===== config.mk =====
export PLATFORM = sky130hd
export DESIGN_NAME = jior_reconfig_ctrl
export DESIGN_NICKNAME = d
export VERILOG_FILES = /design/src/shared/jior_pkg.sv /design/src/rtl/jior_sync2.sv /design/src/rtl/jior_reconfig_ctrl.sv
export SDC_FILE = /design/constraint.sdc
export NUM_CORES = 1
export LEC_CHECK = 0
export ABC_AREA = 1
export CAP_MARGIN = 15
export CORE_MARGIN = 2
export CORE_UTILIZATION = 39
export DETAILED_ROUTE_END_ITERATION = 10
export DONT_BUFFER_PORTS = 1
export PLACE_DENSITY_LB_ADDON = 0.15
export SKIP_CTS_REPAIR_TIMING = 1
export SYNTH_ARGS = -nofsm -noshare
export SYNTH_HDL_FRONTEND = slang
export SYNTH_SLANG_ARGS = --single-unit

===== constraint.sdc =====
create_clock -name clk_sys -period 1.8 [get_ports clk_sys]
set_input_delay 0.09 -clock clk_sys [delete_from_list [all_inputs] [get_ports clk_sys]]
set_output_delay 0.09 -clock clk_sys [all_outputs]
set_load 0.02 [all_outputs]

===== src/shared/jior_pkg.sv =====
package jior_pkg;

    // ------------------------------------------------------------------
    // Instruction codes delivered by the decoded test access port
    // ------------------------------------------------------------------
    typedef enum logic [2:0] {
        JIOR_INSTR_OTHER = 3'h0,
        JIOR_INSTR_IO_RECONFIG = 3'h1,
        JIOR_INSTR_DISENGAGE = 3'h2,
        JIOR_INSTR_ENGAGE = 3'h3,
        JIOR_INSTR_PULSE_RECONFIG = 3'h4
    } jior_instr_t;

    // ------------------------------------------------------------------
    // Configuration scheme straps
    // ------------------------------------------------------------------
    typedef enum logic [1:0] {
        JIOR_PASSIVE_SERIAL_SCHEME = 2'h0,
        JIOR_FAST_PASSIVE_PARALLEL_SCHEME = 2'h1,
        JIOR_ACTIVE_SERIAL_SCHEME = 2'h2,
        JIOR_ACTIVE_PARALLEL_SCHEME = 2'h3
    } jior_scheme_t;

    // ------------------------------------------------------------------
    // Configuration phase, Gray coded along reset, wait, load, user
    // ------------------------------------------------------------------
    typedef enum logic [1:0] {
        JIOR_PH_RESET = 2'b00,
        JIOR_PH_WAIT = 2'b01,
        JIOR_PH_LOAD = 2'b11,
        JIOR_PH_USER = 2'b10
    } jior_phase_t;

    // ------------------------------------------------------------------
    // Timing
    // ------------------------------------------------------------------
    localparam int unsigned JIOR_CLK_MHZ = 250;
    localparam int unsigned JIOR_WAIT_US = 230;
    localparam int unsigned JIOR_PULSE_NS = 500;
    localparam int unsigned JIOR_WAIT_CYCLES = JIOR_WAIT_US * JIOR_CLK_MHZ;
    localparam int unsigned JIOR_PULSE_CYCLES =
        (JIOR_PULSE_NS * JIOR_CLK_MHZ + 999) / 1000;
    localparam int unsigned JIOR_CNT_W = 17;
    localparam logic [JIOR_CNT_W-1:0] JIOR_CNT_ZERO = 17'h0_0000;
    localparam logic [JIOR_CNT_W-1:0] JIOR_CNT_ONE = 17'h0_0001;

    // ------------------------------------------------------------------
    // Synchroniser layout and reset values
    // ------------------------------------------------------------------
    localparam int unsigned JIOR_SYNC_W = 3;
    localparam int unsigned JIOR_SYNC_PIN = 0;
    localparam int unsigned JIOR_SYNC_SCHEME_LO = 1;
    localparam logic [JIOR_SYNC_W-1:0] JIOR_SYNC_RST = 3'h0;

endpackage


===== src/rtl/jior_sync2.sv =====
`timescale 1ns/100ps
`default_nettype none

module jior_sync2
#(
    parameter int unsigned WIDTH = 1,
    parameter logic [WIDTH-1:0] RST_VAL = '0
)
(
    input wire logic clk_sys,
    input wire logic rst,
    input wire logic [WIDTH-1:0] asyncIn,
    output logic [WIDTH-1:0] syncOut
);

    logic [WIDTH-1:0] meta_r;
    logic [WIDTH-1:0] meta_nxt;
    logic [WIDTH-1:0] sync_r;
    logic [WIDTH-1:0] sync_nxt;

    always_comb
    begin
        meta_nxt = rst ? RST_VAL : asyncIn;
        sync_nxt = rst ? RST_VAL : meta_r;
    end

    always_ff @(posedge clk_sys)
    begin
        meta_r <= meta_nxt;
        sync_r <= sync_nxt;
    end

    assign syncOut = sync_r;

endmodule // jior_sync2

`default_nettype wire


===== src/rtl/jior_reconfig_ctrl.sv =====
`timescale 1ns/100ps
`default_nettype none

// Notes on behaviour
// RULE1 - I/O reconfig reloads the I/O config shift chain via test port.
// RULE2 - Host restarts after testing by pulse instruction or pin pulse.
// RULE3 - I/O reconfig instruction is accepted anytime in user mode.
// RULE4 - Host never issues it with config pin low or right after a restart.
// RULE5 - Host waits 230 us after pin rise, pulse or re-engage instruction.
// RULE6 - After power-up host waits 230 us or for status to rise.
// RULE7 - Host keeps order, skips forbidden instructions, e.g. at power-up.
// RULE8 - In active schemes a disengage is always followed later by re-engage.
// RULE9 - Re-engage needs no extra pulse instruction or pin pulse.
// RULE10 - I/O reconfig leaves the status pin as it is.
// RULE11 - Host disengages active controllers on interrupt, re-engages later.
// RULE12 - Disengage before programming idles the active controllers.
// RULE13 - Active controllers re-engage once programming reaches user mode.
// RULE14 - All user I/Os stay high impedance while I/O reconfig executes.
// RULE15 - Disengage not needed when normal modes restart the device.
// RULE16 - Host restarts by pin low for 500 ns or pulse instruction.
// RULE17 - Failed programming after disengage needs a host re-engage.
// RULE18 - Re-engage also restarts configuration in the selected scheme.
// RULE19 - In passive schemes re-engage acts like the pulse instruction.
// RULE20 - Host ends each I/O reconfig flow with a test port reset.
module jior_reconfig_ctrl
    import jior_pkg::*;
#(
    parameter int unsigned WAIT_CYCLES = JIOR_WAIT_CYCLES
)
(
    input wire logic clk_sys,
    input wire logic rst,
    input wire logic instrValid,
    input wire logic [2:0] instrCode,
    input wire logic tapReset,
    input wire logic configPinN,
    input wire logic [1:0] schemeSel,
    input wire logic configLoaded,
    input wire logic jtagProgDone,
    output logic ioChainShiftEn,
    output logic userIoHiZ,
    output logic configStatusN,
    output logic configRun,
    output logic activeEngaged,
    output logic instrRefused
);

    // ------------------------------------------------------------------
    // Pin synchronisation
    // ------------------------------------------------------------------
    logic [JIOR_SYNC_W-1:0] pinSync;
    logic pinN;
    jior_scheme_t scheme;

    jior_sync2 #(
        .WIDTH(JIOR_SYNC_W),
        .RST_VAL(JIOR_SYNC_RST)
    ) uPinSync (
        .clk_sys(clk_sys),
        .rst(rst),
        .asyncIn({schemeSel, configPinN}),
        .syncOut(pinSync)
    );

    assign pinN = pinSync[JIOR_SYNC_PIN];
    assign scheme = jior_scheme_t'(pinSync[JIOR_SYNC_SCHEME_LO +: 2]);

    // ------------------------------------------------------------------
    // State
    // ------------------------------------------------------------------
    localparam logic [JIOR_CNT_W-1:0] WAIT_LOAD =
        JIOR_CNT_W'(WAIT_CYCLES);
    localparam logic [JIOR_CNT_W-1:0] PULSE_LOAD =
        JIOR_CNT_W'(JIOR_PULSE_CYCLES);

    jior_phase_t phase_r;
    jior_phase_t phase_nxt;
    logic [JIOR_CNT_W-1:0] cnt_r;
    logic [JIOR_CNT_W-1:0] cnt_nxt;
    logic pinIgnore_r;
    logic pinIgnore_nxt;
    logic ioActive_r;
    logic ioActive_nxt;
    logic engaged_r;
    logic engaged_nxt;
    logic statusN_r;
    logic statusN_nxt;
    logic hiZ_r;
    logic hiZ_nxt;
    logic run_r;
    logic run_nxt;
    logic refused_r;
    logic refused_nxt;

    logic activeScheme;
    logic isIo;
    logic isDis;
    logic isEng;
    logic isPulse;
    logic softRestart;
    logic pinLow;

    always_comb
    begin
        activeScheme = (scheme == JIOR_ACTIVE_SERIAL_SCHEME) ||
                       (scheme == JIOR_ACTIVE_PARALLEL_SCHEME);
        isIo = instrValid && (instrCode == JIOR_INSTR_IO_RECONFIG);
        isDis = instrValid && (instrCode == JIOR_INSTR_DISENGAGE);
        isEng = instrValid && (instrCode == JIOR_INSTR_ENGAGE);
        isPulse = instrValid && (instrCode == JIOR_INSTR_PULSE_RECONFIG);
        // RULE18 engage restarts
        softRestart = isPulse || isEng;
        // The pin is disabled while an engage-driven restart is underway.
        pinLow = !pinN && !pinIgnore_r;

        phase_nxt = phase_r;
        cnt_nxt = cnt_r;
        pinIgnore_nxt = pinIgnore_r;
        ioActive_nxt = ioActive_r;
        engaged_nxt = engaged_r;
        refused_nxt = 1'b0;

        // RULE1 chain reload
        // RULE3 user mode accept
        // The instruction stays current until another one, a port reset or a pin restart.
        if (tapReset || (instrValid && !isIo))
        begin
            ioActive_nxt = 1'b0;
        end
        else if (isIo)
        begin
            // A reset or blanking phase cannot take the chain reload, so
            // the request is dropped and flagged rather than corrupting
            // a configuration that is still starting.
            if ((phase_r == JIOR_PH_LOAD) || (phase_r == JIOR_PH_USER))
            begin
                ioActive_nxt = 1'b1;
            end
            else
            begin
                refused_nxt = 1'b1;
            end
        end

        // RULE12 idle controllers
        if (isDis && activeScheme)
        begin
            engaged_nxt = 1'b0;
        end
        // RULE13 auto re-engage
        if (jtagProgDone)
        begin
            engaged_nxt = 1'b1;
            phase_nxt = JIOR_PH_USER;
        end
        // RULE19 passive same as pulse
        if (isEng)
        begin
            engaged_nxt = 1'b1;
            pinIgnore_nxt = 1'b1;
        end

        case (phase_r)
            JIOR_PH_RESET:
            begin
                if (cnt_r != JIOR_CNT_ZERO)
                begin
                    cnt_nxt = cnt_r - JIOR_CNT_ONE;
                end
                else if (!pinLow)
                begin
                    phase_nxt = JIOR_PH_WAIT;
                    cnt_nxt = WAIT_LOAD;
                    pinIgnore_nxt = 1'b0;
                end
            end
            JIOR_PH_WAIT:
            begin
                if (cnt_r > JIOR_CNT_ONE)
                begin
                    cnt_nxt = cnt_r - JIOR_CNT_ONE;
                end
                else
                begin
                    cnt_nxt = JIOR_CNT_ZERO;
                    phase_nxt = JIOR_PH_LOAD;
                end
            end
            JIOR_PH_LOAD:
            begin
                if (configLoaded && !ioActive_r)
                begin
                    phase_nxt = JIOR_PH_USER;
                end
            end
            JIOR_PH_USER:
            begin
                phase_nxt = JIOR_PH_USER;
            end
            default:
            begin
                phase_nxt = JIOR_PH_RESET;
            end
        endcase

        // Restart requests override every other phase change.
        if (softRestart)
        begin
            phase_nxt = JIOR_PH_RESET;
            cnt_nxt = PULSE_LOAD;
            ioActive_nxt = 1'b0;
        end
        else if (pinLow && (phase_r != JIOR_PH_RESET))
        begin
            phase_nxt = JIOR_PH_RESET;
            cnt_nxt = JIOR_CNT_ZERO;
            ioActive_nxt = 1'b0;
        end

        // RULE10 status untouched
        statusN_nxt = (phase_nxt == JIOR_PH_LOAD) ||
                      (phase_nxt == JIOR_PH_USER);
        // RULE14 tri-state user I/O
        hiZ_nxt = ioActive_nxt || (phase_nxt != JIOR_PH_USER);
        // Active controllers only fetch data while engaged and the chain
        // reload is not holding the configuration off.
        run_nxt = (phase_nxt == JIOR_PH_LOAD) && !ioActive_nxt &&
                  (engaged_nxt || !activeScheme);
    end

    always_ff @(posedge clk_sys)
    begin
        if (rst)
        begin
            phase_r <= JIOR_PH_RESET;
            cnt_r <= JIOR_CNT_ZERO;
            pinIgnore_r <= 1'b0;
            ioActive_r <= 1'b0;
            engaged_r <= 1'b1;
            statusN_r <= 1'b0;
            hiZ_r <= 1'b1;
            run_r <= 1'b0;
            refused_r <= 1'b0;
        end
        else
        begin
            phase_r <= phase_nxt;
            cnt_r <= cnt_nxt;
            pinIgnore_r <= pinIgnore_nxt;
            ioActive_r <= ioActive_nxt;
            engaged_r <= engaged_nxt;
            statusN_r <= statusN_nxt;
            hiZ_r <= hiZ_nxt;
            run_r <= run_nxt;
            refused_r <= refused_nxt;
        end
    end

    assign ioChainShiftEn = ioActive_r;
    assign userIoHiZ = hiZ_r;
    assign configStatusN = statusN_r;
    assign configRun = run_r;
    assign activeEngaged = engaged_r;
    assign instrRefused = refused_r;

endmodule // jior_reconfig_ctrl

`default_nettype wire


# After elaboration in Yosys (flattened, before gate mapping)
# Index checks and enable logic that the tools add are counted.
[totals] register_bits=32 in_bits=12 output_inout_bits=6 wordCells=89
[classes] add_sub_neg=1 n_lt_le_gt_ge=1 eq_ne=14 n_mux=27 bitwise=1 n_reduce_logical=33
[op_table] cell="two-way mux 17 bit" count=3
[op_table] cell="case mux 17 bit (2 select lines)" count=1
[op_table] cell="greater-than comparator 17 x 1 -> 1 bit, second input constant" count=1
[op_table] cell="nonzero test 17 bit" count=1
[op_table] cell="subtractor 17 x 1 -> 17 bit, second input constant" count=1
[op_table] cell="two-way mux 2 bit" count=7
[op_table] cell="two-way mux 7 bit" count=2
[op_table] cell="two-way mux 1 bit" count=13
[op_table] cell="== test 2 bit, second input constant" count=6
[op_table] cell="logical AND 1 bit" count=11
[op_table] cell="case mux 2 bit (4 select lines)" count=1
[op_table] cell="logical OR 1 bit" count=7
[op_table] cell="== test 3 x 2 -> 1 bit, second input constant" count=2
[op_table] cell="zero test 1 bit" count=6
[op_table] cell="OR reduction 3 bit" count=2
[op_table] cell="!= test 5 bit, second input constant" count=1
[op_table] cell="AND reduction 2 bit" count=2
[op_table] cell="nonzero test 2 bit" count=2
[op_table] cell="nonzero test 4 bit" count=1
[op_table] cell="== test 3 x 1 -> 1 bit, second input constant" count=1
[op_table] cell="== test 3 bit, second input constant" count=1
[op_table] cell="!= test 3 bit, second input constant" count=1
[op_table] cell="== test 2 x 1 -> 1 bit, second input constant" count=1
[op_table] cell="zero test 2 bit" count=1
[op_table] cell="2 further kinds" count=2

# Logic depth before layout (Yosys ltp)
# Gate-level depths: netlist of the first run.
[depth] depth_word=11 ltp_mapped=11 ltp_nobuf=11

# By module
# Synthesis of the first run repeated with hierarchy kept, for this count alone.
[unflattened] cells_unflattened=311 hier_area_um2=2004.4
[modules_own_cells] mod="jior_reconfig_ctrl" instances=1 cells_per_inst=293 area_per_inst_um2=1839.3 seq_area_each_um2=520.5
[modules_own_cells] mod="jior_sync2" instances=1 cells_per_inst=18 area_per_inst_um2=165.2 seq_area_each_um2=120.1

# Worst setup path before layout of the first run
# OpenSTA, ideal clock, no wires.
[synth_timing] kind="register to register" start="register cnt_r[0]" end="register cnt_r[10]" setup_time_ns=0.116 t_arrival_ns=1.354 required_ns=1.684 path_slack_ns=0.330 stages_incl_launch_ff=10 path_buffers=0 synth_period_minus_slack_ns=1.470 path_cell_list="dfxtp_1 -> inv_1 -> ha_1 -> nand2_2 -> nor3_4 -> nand3_2 -> nand2_4 -> nand2_4 -> nand2_1 -> nor2_1"
[synth_via] elab_chain_cells=3 elab_cells_between_ends=8 classes_between="add/sub (1); order compare (1); eq/ne (1); mux (3); reduce/logical (2)"
[synth_lines] item="from (decl)" line="jior_reconfig_ctrl.sv:78" text="logic [JIOR_CNT_W-1:0] cnt_r;"
[synth_lines] item="from (signal assigned)" line="jior_reconfig_ctrl.sv:248" text="cnt_r <= cnt_nxt;"
[synth_lines] item="subtractor 17 x 1 -> 17 bit, or another cell as far along" line="jior_reconfig_ctrl.sv:168, jior_reconfig_ctrl.sv:181"
[synth_lines] item="two-way mux 17 bit, or another cell as far along" line="jior_reconfig_ctrl.sv:179" text="if (cnt_r > JIOR_CNT_ONE)"
[synth_lines] item="case mux 17 bit (2 select lines) / AND reduction 2 bit (equally long branches)"
# Several ways; a longest one is shown, not always the timed one.
# A chain may end at the register's enable or synchronous reset.

# Worst setup path in the final report of the first run
[layout_timing] start="register cnt_r[6]" end="register cnt_r[8]"
# The elaborated chain is that of the path after synthesis.

==> summary.txt, run 1 <==
Pwr
  – Pwr Density: 1700 nW/um^2
  – Pleak: 1.11 nW
  – Max VDD drop: 0.521 mV
  – Total power: slightly below 4 mW

Clock network
  – CTS Sinks: 30
  – CTS tree: yes
  – Clock Root Buffer: clkbuf_8
  – Clock Pin Slew Worst Setup and Hold Paths: 70 ps
  – Clock Latency Late Sink: 290 ps
  – CTS Buffer Depth: 2
  – H-tree Lvls: 2
  – CTS buffer count: 5

Global route
  – Vias in the first global route: 1654
  – Antenna violations before repair: 0
  – All-layer global routing usage: 18.1%
  – Largest net degree at the start of global routing: 11
  – First-pass GRT wire length: 7740 um
  – GRT overflow: 0

STA
  – Least-Margin Pin Slew: 443 ps
  – Crit share post-route: approximately nine tenths
  – Max frequency: 610 MHz
  – Headroom to the max-slew limit: 70.4%
  – Setup_tns: 0 ps
  – Final worst slack: 161 ps
  – Skew final: approximately 6.7 ps
  – RSZ-0062 raised after global routing: no
  – Final count of hold timing violations: 0
  – Fin crit period: 1640 ps
  – Slew Limit Fails: 0
  – Final setup fails: 0

Logic synthesis
  – Async S/R FF share, synth: 0%
  – Yosys warnings: 0
  – Commonest cells post-synth: 75 x nand2_1, 61 x nor2_1, 44 x inv_1, 30 x dfxtp_1, 30 x nand3_1
  – Leading area contributor after synthesis: dfxtp_1
  – Post-synth EDFFs: 0
  – Synth Cell Area: ~2000 sq um
  – Syn Nets: 330
  – Ranking of synthesized cells by area: dfxtp_1 30%, nand2_1 14%, nor2_1 11%
  – Unique cell type count in the Yosys netlist: 26
  – Main synth FF type: dfxtp_1
  – Sequential share of the synthesized area: 30.0%
  – Top-area cell type share of the netlist area: approximately 30%
  – Post-synthesis register bit count: 30
  – Cells after Synth: between 300 and 400
  – Cell with the most instances after synthesis: nand2_1
  – Mean post-synth cell area: 6.36 sq um

Cells and area
  – Post-route cell area: 2260 sq um
  – Nets: 344
  – Antenna diode count: 0
  – FILL cells: 565
  – Layout area overhead: 13.1%
  – Layout cell share with drive strength beyond 1: between 15 and 20%

Routing
  – Total Wirelength: 4690 um
  – DRC: 0
  – DRT iter0 DRCs: around 90
  – Pre-antenna DRT Iters: 5
  – Routed vias/inst: about 4.6
  – Antenna Nets Post-Route: 0
  – Vias: 1855
  – DR WL/cell: 11.7 um

Place
  – Port bufs: 0
  – Detailed placer's ending HPWL: 3530 um
  – DP Area: 2120 sq um
  – Place WS: ~110 ps
  – Routability Congestion: 0.837

Critical path
  – WP data required: between 1500 and 2000 ps
  – R2R Setup Slk: 160 ps
  – Crit path top cell by count: nand2_4
  – Slowest-stage cell, CP: dfxtp_1
  – WS Path Type: flop to flop
  – Crit path max fanout: 7
  – Buf/Inv on CP: 0
  – CP delay by family, top: simple AND/OR/NAND/NOR gates
  – CP max stage delay: 350 ps
  – Critical path, cell by cell: nor2_2 -> nand2_2 -> nor2_2 -> nand3_1 -> nand2_2 -> nand2_4 -> nand2_4 -> nand2_4 -> nand2_1 -> nor2_1
  – Critical Path Sink Type: flop
  – Critical Path AT: 1820 ps
  – Setup crit start kind: flop

Die
  – Die Wd: about 76 um
  – Initial Utilization: 39.7%
  – Core area: ~5000 sq um
  – Row count: 26
  – Ports: 18
  – Die area: about 5700 sq um
  – Die H: ~76 um

Hold path
  – Worst min path class: input port to flop

Status
  – Status: finished, final reports clean

Run
  – Max-cap check violation count: 0
## logic make-up after synthesis
| kind of cell | count (synthesis) | synth area share, % |
|---|---|---|
| XOR/XNOR | 4 | 1.75 |
| AO/OA/AOI/OAI | 13 | 3.94 |
| adder cells (fa/ha/maj) | 3 | 1.88 |
| flip-flops | 30 | 30.0 |
| AND/OR/NAND/NOR | 213 | 52.5 |
| buffers and inverters | 52 | 9.94 |
## path summary, 6_finish.rpt
| kind | start | cells after the start | end |
|---|---|---|---|
| max | cnt_r[6]$_SDFFE_PP0P_ | 10 | cnt_r[8]$_SDFFE_PP0P_ |
| min | instrValid | 3 | instrRefused$_SDFF_PP0_ |
| max reg2reg | cnt_r[6]$_SDFFE_PP0P_ | 10 | cnt_r[8]$_SDFFE_PP0P_ |
| min reg2reg | uPinSync.meta_r[0]$_SDFF_PP0_ | 2 | uPinSync.syncOut[0]$_SDFF_PP0_ |
## cell type report
class	count	area [sq um]	area share, %
Sequential cell	30	601	26.5
Clock inverter	2	12.5	0.553
Inverter	50	188	8.29
Clock buffer	6	82.6	3.65
Tap cell	70	87.6	3.87
Timing Repair Buffer	9	77.6	3.43
Multi-Input combinational cell	233	1210	53.7
## cell usage in the layout, fill, tap and decap left out, drive strengths merged
cell type	netlist	final
xnor2	2	2
nand3	33	33
nor4	1	1
clkinv	1	2
a211oi	1	1
xor2	2	2
clkinvlp	0	1
dfxtp	30	30
nand4	9	9
nor3	3	3
buf	1	5
o21ai	4	4
ha	3	3
clkbuf	1	6
inv	49	49
nor2	76	76
nand2	91	91
a21oi	8	8
dlygate4sd3	0	4
## sequential cells by signal (all words and copies together), names as in the netlist
name and cells:
instrRefused 1, cnt_r 17, userIoHiZ 1, uPinSync.meta_r 2
phase_r 2, uPinSync.syncOut 2, activeEngaged 1, configRun 1
configStatusN 1, ioChainShiftEn 1, pinIgnore_r 1
## power breakdown
group          switching (mW)  total (mW)  internal, mW
Combinational            1.47        2.30         0.827
Clock                   0.272       0.579         0.307
Sequential              0.166       0.967         0.801
## stage by stage
step,hold slack [ps],util (%),std cells
finish,6.64,44.9,400
detailed placement,165,42.0,388
CTS,-151,43.8,396
global route,7.74,44.9,400
global placement,163,42.0,388
floorplan,197,-,315
## worst reg2reg max path, stage by stage, from the launching register on
cell     delay, ps
dfxtp_1        350
nor2_2         180
nand2_2        140
nor2_2         170
nand3_1        140
nand2_2        110
nand2_4        100
nand2_4        120
nand2_4         90
nand2_1         90
nor2_1          40
## per-layer routing
layer  up-vias  wire [um]  GRT usage [%]
met5         -          0              0
met4         0         22           4.68
met3         2        135           5.56
met2        21       2160           29.5
met1       833       2370           23.3
li1        999          -              -
No activity file was read; power rests on OpenSTA's default activity.
==> inputs of run 2 (changes only) <==
--- a/config.mk
+++ b/config.mk
@@ -7,6 +7,7 @@
 export LEC_CHECK = 0
 export ABC_AREA = 1
 export CAP_MARGIN = 15
+export CORE_ASPECT_RATIO = 0.9
 export CORE_MARGIN = 2
 export CORE_UTILIZATION = 39
 export DETAILED_ROUTE_END_ITERATION = 10
==> run 2 against run 1 <==
  * Worst hold slack lost 2.2 ps
  * Critical path type unchanged
  * Highest routed layer unchanged
  * Global-route usage is 0.10 points higher
  * Clock power is 2% higher
==> summary.txt, run 2 (synthesized netlist as in run 1, its figures left out) <==
STA
  – Setup_tns: 0 ps (unchanged)
  – WHS: 4.45 ps (-2.19 ps)
  – Final count of hold timing violations: 0 (unchanged)
  – Fin crit period: 1630 ps (-13.0 ps)
  – Headroom to the max-slew limit: 71.7% (+1.3 points)
  – RSZ-0062 raised after global routing: no
  – Max frequency: 615 MHz (+0.80%)
  – Skew final: 6.77 ps (+0.0875 ps)
  – Final setup fails: 0 (unchanged)
  – Least-Margin Pin Slew: 423 ps (-19.1 ps)
  – Slew Limit Fails: 0 (unchanged)
  – Crit share post-route: 90.3% (-0.72 points)

Clock network
  – CTS buffer count: 5 (unchanged)
  – CTS tree: yes
  – Clock Pin Slew Worst Setup and Hold Paths: 70 ps (about the same)
  – CTS Sinks: 30 (unchanged)
  – Clock Latency Late Sink: 290 ps (about the same)
  – CTS Buffer Depth: 2 (unchanged)
  – Clock Root Buffer: clkbuf_8
  – H-tree Lvls: 2 (unchanged)

Routing
  – Routed vias/inst: 4.72 (+1.7%)
  – Total Wirelength: 4570 um (-2.5%)
  – DRT iter0 DRCs: 92 (+4.5%)
  – Antenna Nets Post-Route: 0 (unchanged)
  – Pre-antenna DRT Iters: 4 (-1)
  – Vias: 1863 (+0.43%)
  – DR WL/cell: 11.6 um (-1.2%)
  – DRC: 0 (unchanged)

Pwr
  – Pwr Density: 1710 nW/um^2 (+0.42%)
  – Pleak: 1.11 nW (about the same)
  – Max VDD drop: 0.637 mV (+22%)

Critical path
  – Critical Path Sink Type: flop
  – Slowest-stage cell, CP: dfxtp_1
  – Setup crit start kind: flop
  – WP data required: 1980 ps (about the same)
  – CP max stage delay: 360 ps (about the same)
  – Buf/Inv on CP: 0 (unchanged)
  – Critical path, cell by cell: nor2_2 -> nand2_2 -> nor2_8 -> nand3_1 -> nand2_2 -> nand2_4 -> nand2_4 -> nand2_4 -> nand2_1 -> nor2_1
  – CP delay by family, top: simple AND/OR/NAND/NOR gates
  – WS Path Type: flop to flop
  – Crit path top cell by count: nand2_4
  – Critical Path AT: 1810 ps (about the same)
  – Crit path max fanout: 7 (unchanged)

Hold path
  – Worst min path class: input port to flop

Run
  – Max-cap check violation count: 0 (unchanged)

Cells and area
  – Number of flip-flops in the largest register: 17 (unchanged)
  – Commonest non-fill, non-tap cells in the layout: 75 x nand2_1, 61 x nor2_1, 44 x inv_1, 30 x nand3_1, 30 x dfxtp_1
  – Layout area overhead: 12.5%
  – Layout cell share with drive strength beyond 1: 16.4% (unchanged)
  – Commonest non-fill, non-tap cell in the layout: nand2_1
  – Top reg by flops: cnt_r
  – Nets: 344 (unchanged)
  – Antenna diode count: 0 (unchanged)
  – FILL cells: 539 (-4.6%)

Die
  – Ports: 18 (unchanged)
  – Die Wd: 79.5 um (+5.1%)
  – Core area: 4890 sq um (-2.9%)
  – Row count: 24 (-7.7%)
  – Die area: 5720 sq um (about the same)
  – Initial Utilization: 40.9% (+1.2 points)
  – Die H: 72.0 um (-4.9%)

Global route
  – Antenna violations before repair: 0 (unchanged)
  – Vias in the first global route: 1710 (+3.4%)
  – Largest net degree at the start of global routing: 11 (unchanged)
  – GRT overflow: 0 (unchanged)
  – All-layer global routing usage: 18.2% (+0.10 points)
  – First-pass GRT wire length: 8110 um (+4.7%)

Place
  – Detailed placer's ending HPWL: 3470 um (-1.8%)
  – Port bufs: 0 (unchanged)
  – Routability Congestion: 0.872 (+4.2%)

Status
  – Status: finished, final reports clean
## run 2: metal layers
| layer | GRT usage [%] | vias to the layer above | part of all wire [%] |
|---|---|---|---|
| met5 | 0 | - | 0 |
| met4 | 4.60 | 0 | 0.96 |
| met3 | 5.47 | 5 | 4.1 |
| met2 | 26.2 | 24 | 43 |
| met1 | 26.5 | 832 | 52 |
| li1 | - | 1002 | - |
## run 2: layout make-up
class                   count  area [sq um]  share of cell area, %
well taps                  65          81.3                   3.61
clock buffers               6          82.6                   3.67
inverters                  50           188                   8.33
clock inverters             2          12.5                  0.556
multi-input cells         233          1210                   53.7
repair buffers              9          77.6                   3.44
flip-flops and latches     30           601                   26.7
## run 2: worst paths after layout
path	from	to	slack, ps	depth (start not counted)
hold / removal	instrCode[1]	activeEngaged$_SDFF_PP1_	4	3
setup reg to reg	cnt_r[8]$_SDFFE_PP0P_	cnt_r[8]$_SDFFE_PP0P_	170	10
hold reg to reg	uPinSync.meta_r[2]$_SDFF_PP0_	uPinSync.syncOut[2]$_SDFF_PP0_	410	2
setup / recovery	cnt_r[8]$_SDFFE_PP0P_	cnt_r[8]$_SDFFE_PP0P_	170	10
## run 2: worst register-to-register path: cells and delay by family (launching register included)
kind | cells | cell delay (ps)
flops | 1 | 360
simple gates | 10 | 1150
## run 2: report_power, final
part | internal, mW | leakage, nW | switching [mW]
logic | 0.825 | 0.819 | 1.46
clock network | 0.307 | 0.0472 | 0.283
registers | 0.801 | 0.246 | 0.164
total | 1.93 | 1.11 | 1.91
## run 2: metrics by stage
step           cell area [sq um]  util (%)  instances  total power, mW  setup slack [ps]
2_1_floorplan               2000         -        315             2.78               330
3_3_place_gp                2110      43.1        383             3.22               148
3_5_place_dp                2110      43.1        383             3.23               155
4_1_cts                     2200      45.0        391             3.84               138
5_1_grt                     2250      46.0        395             4.25              28.2
6_report                    2250      46.0        395             3.84               174
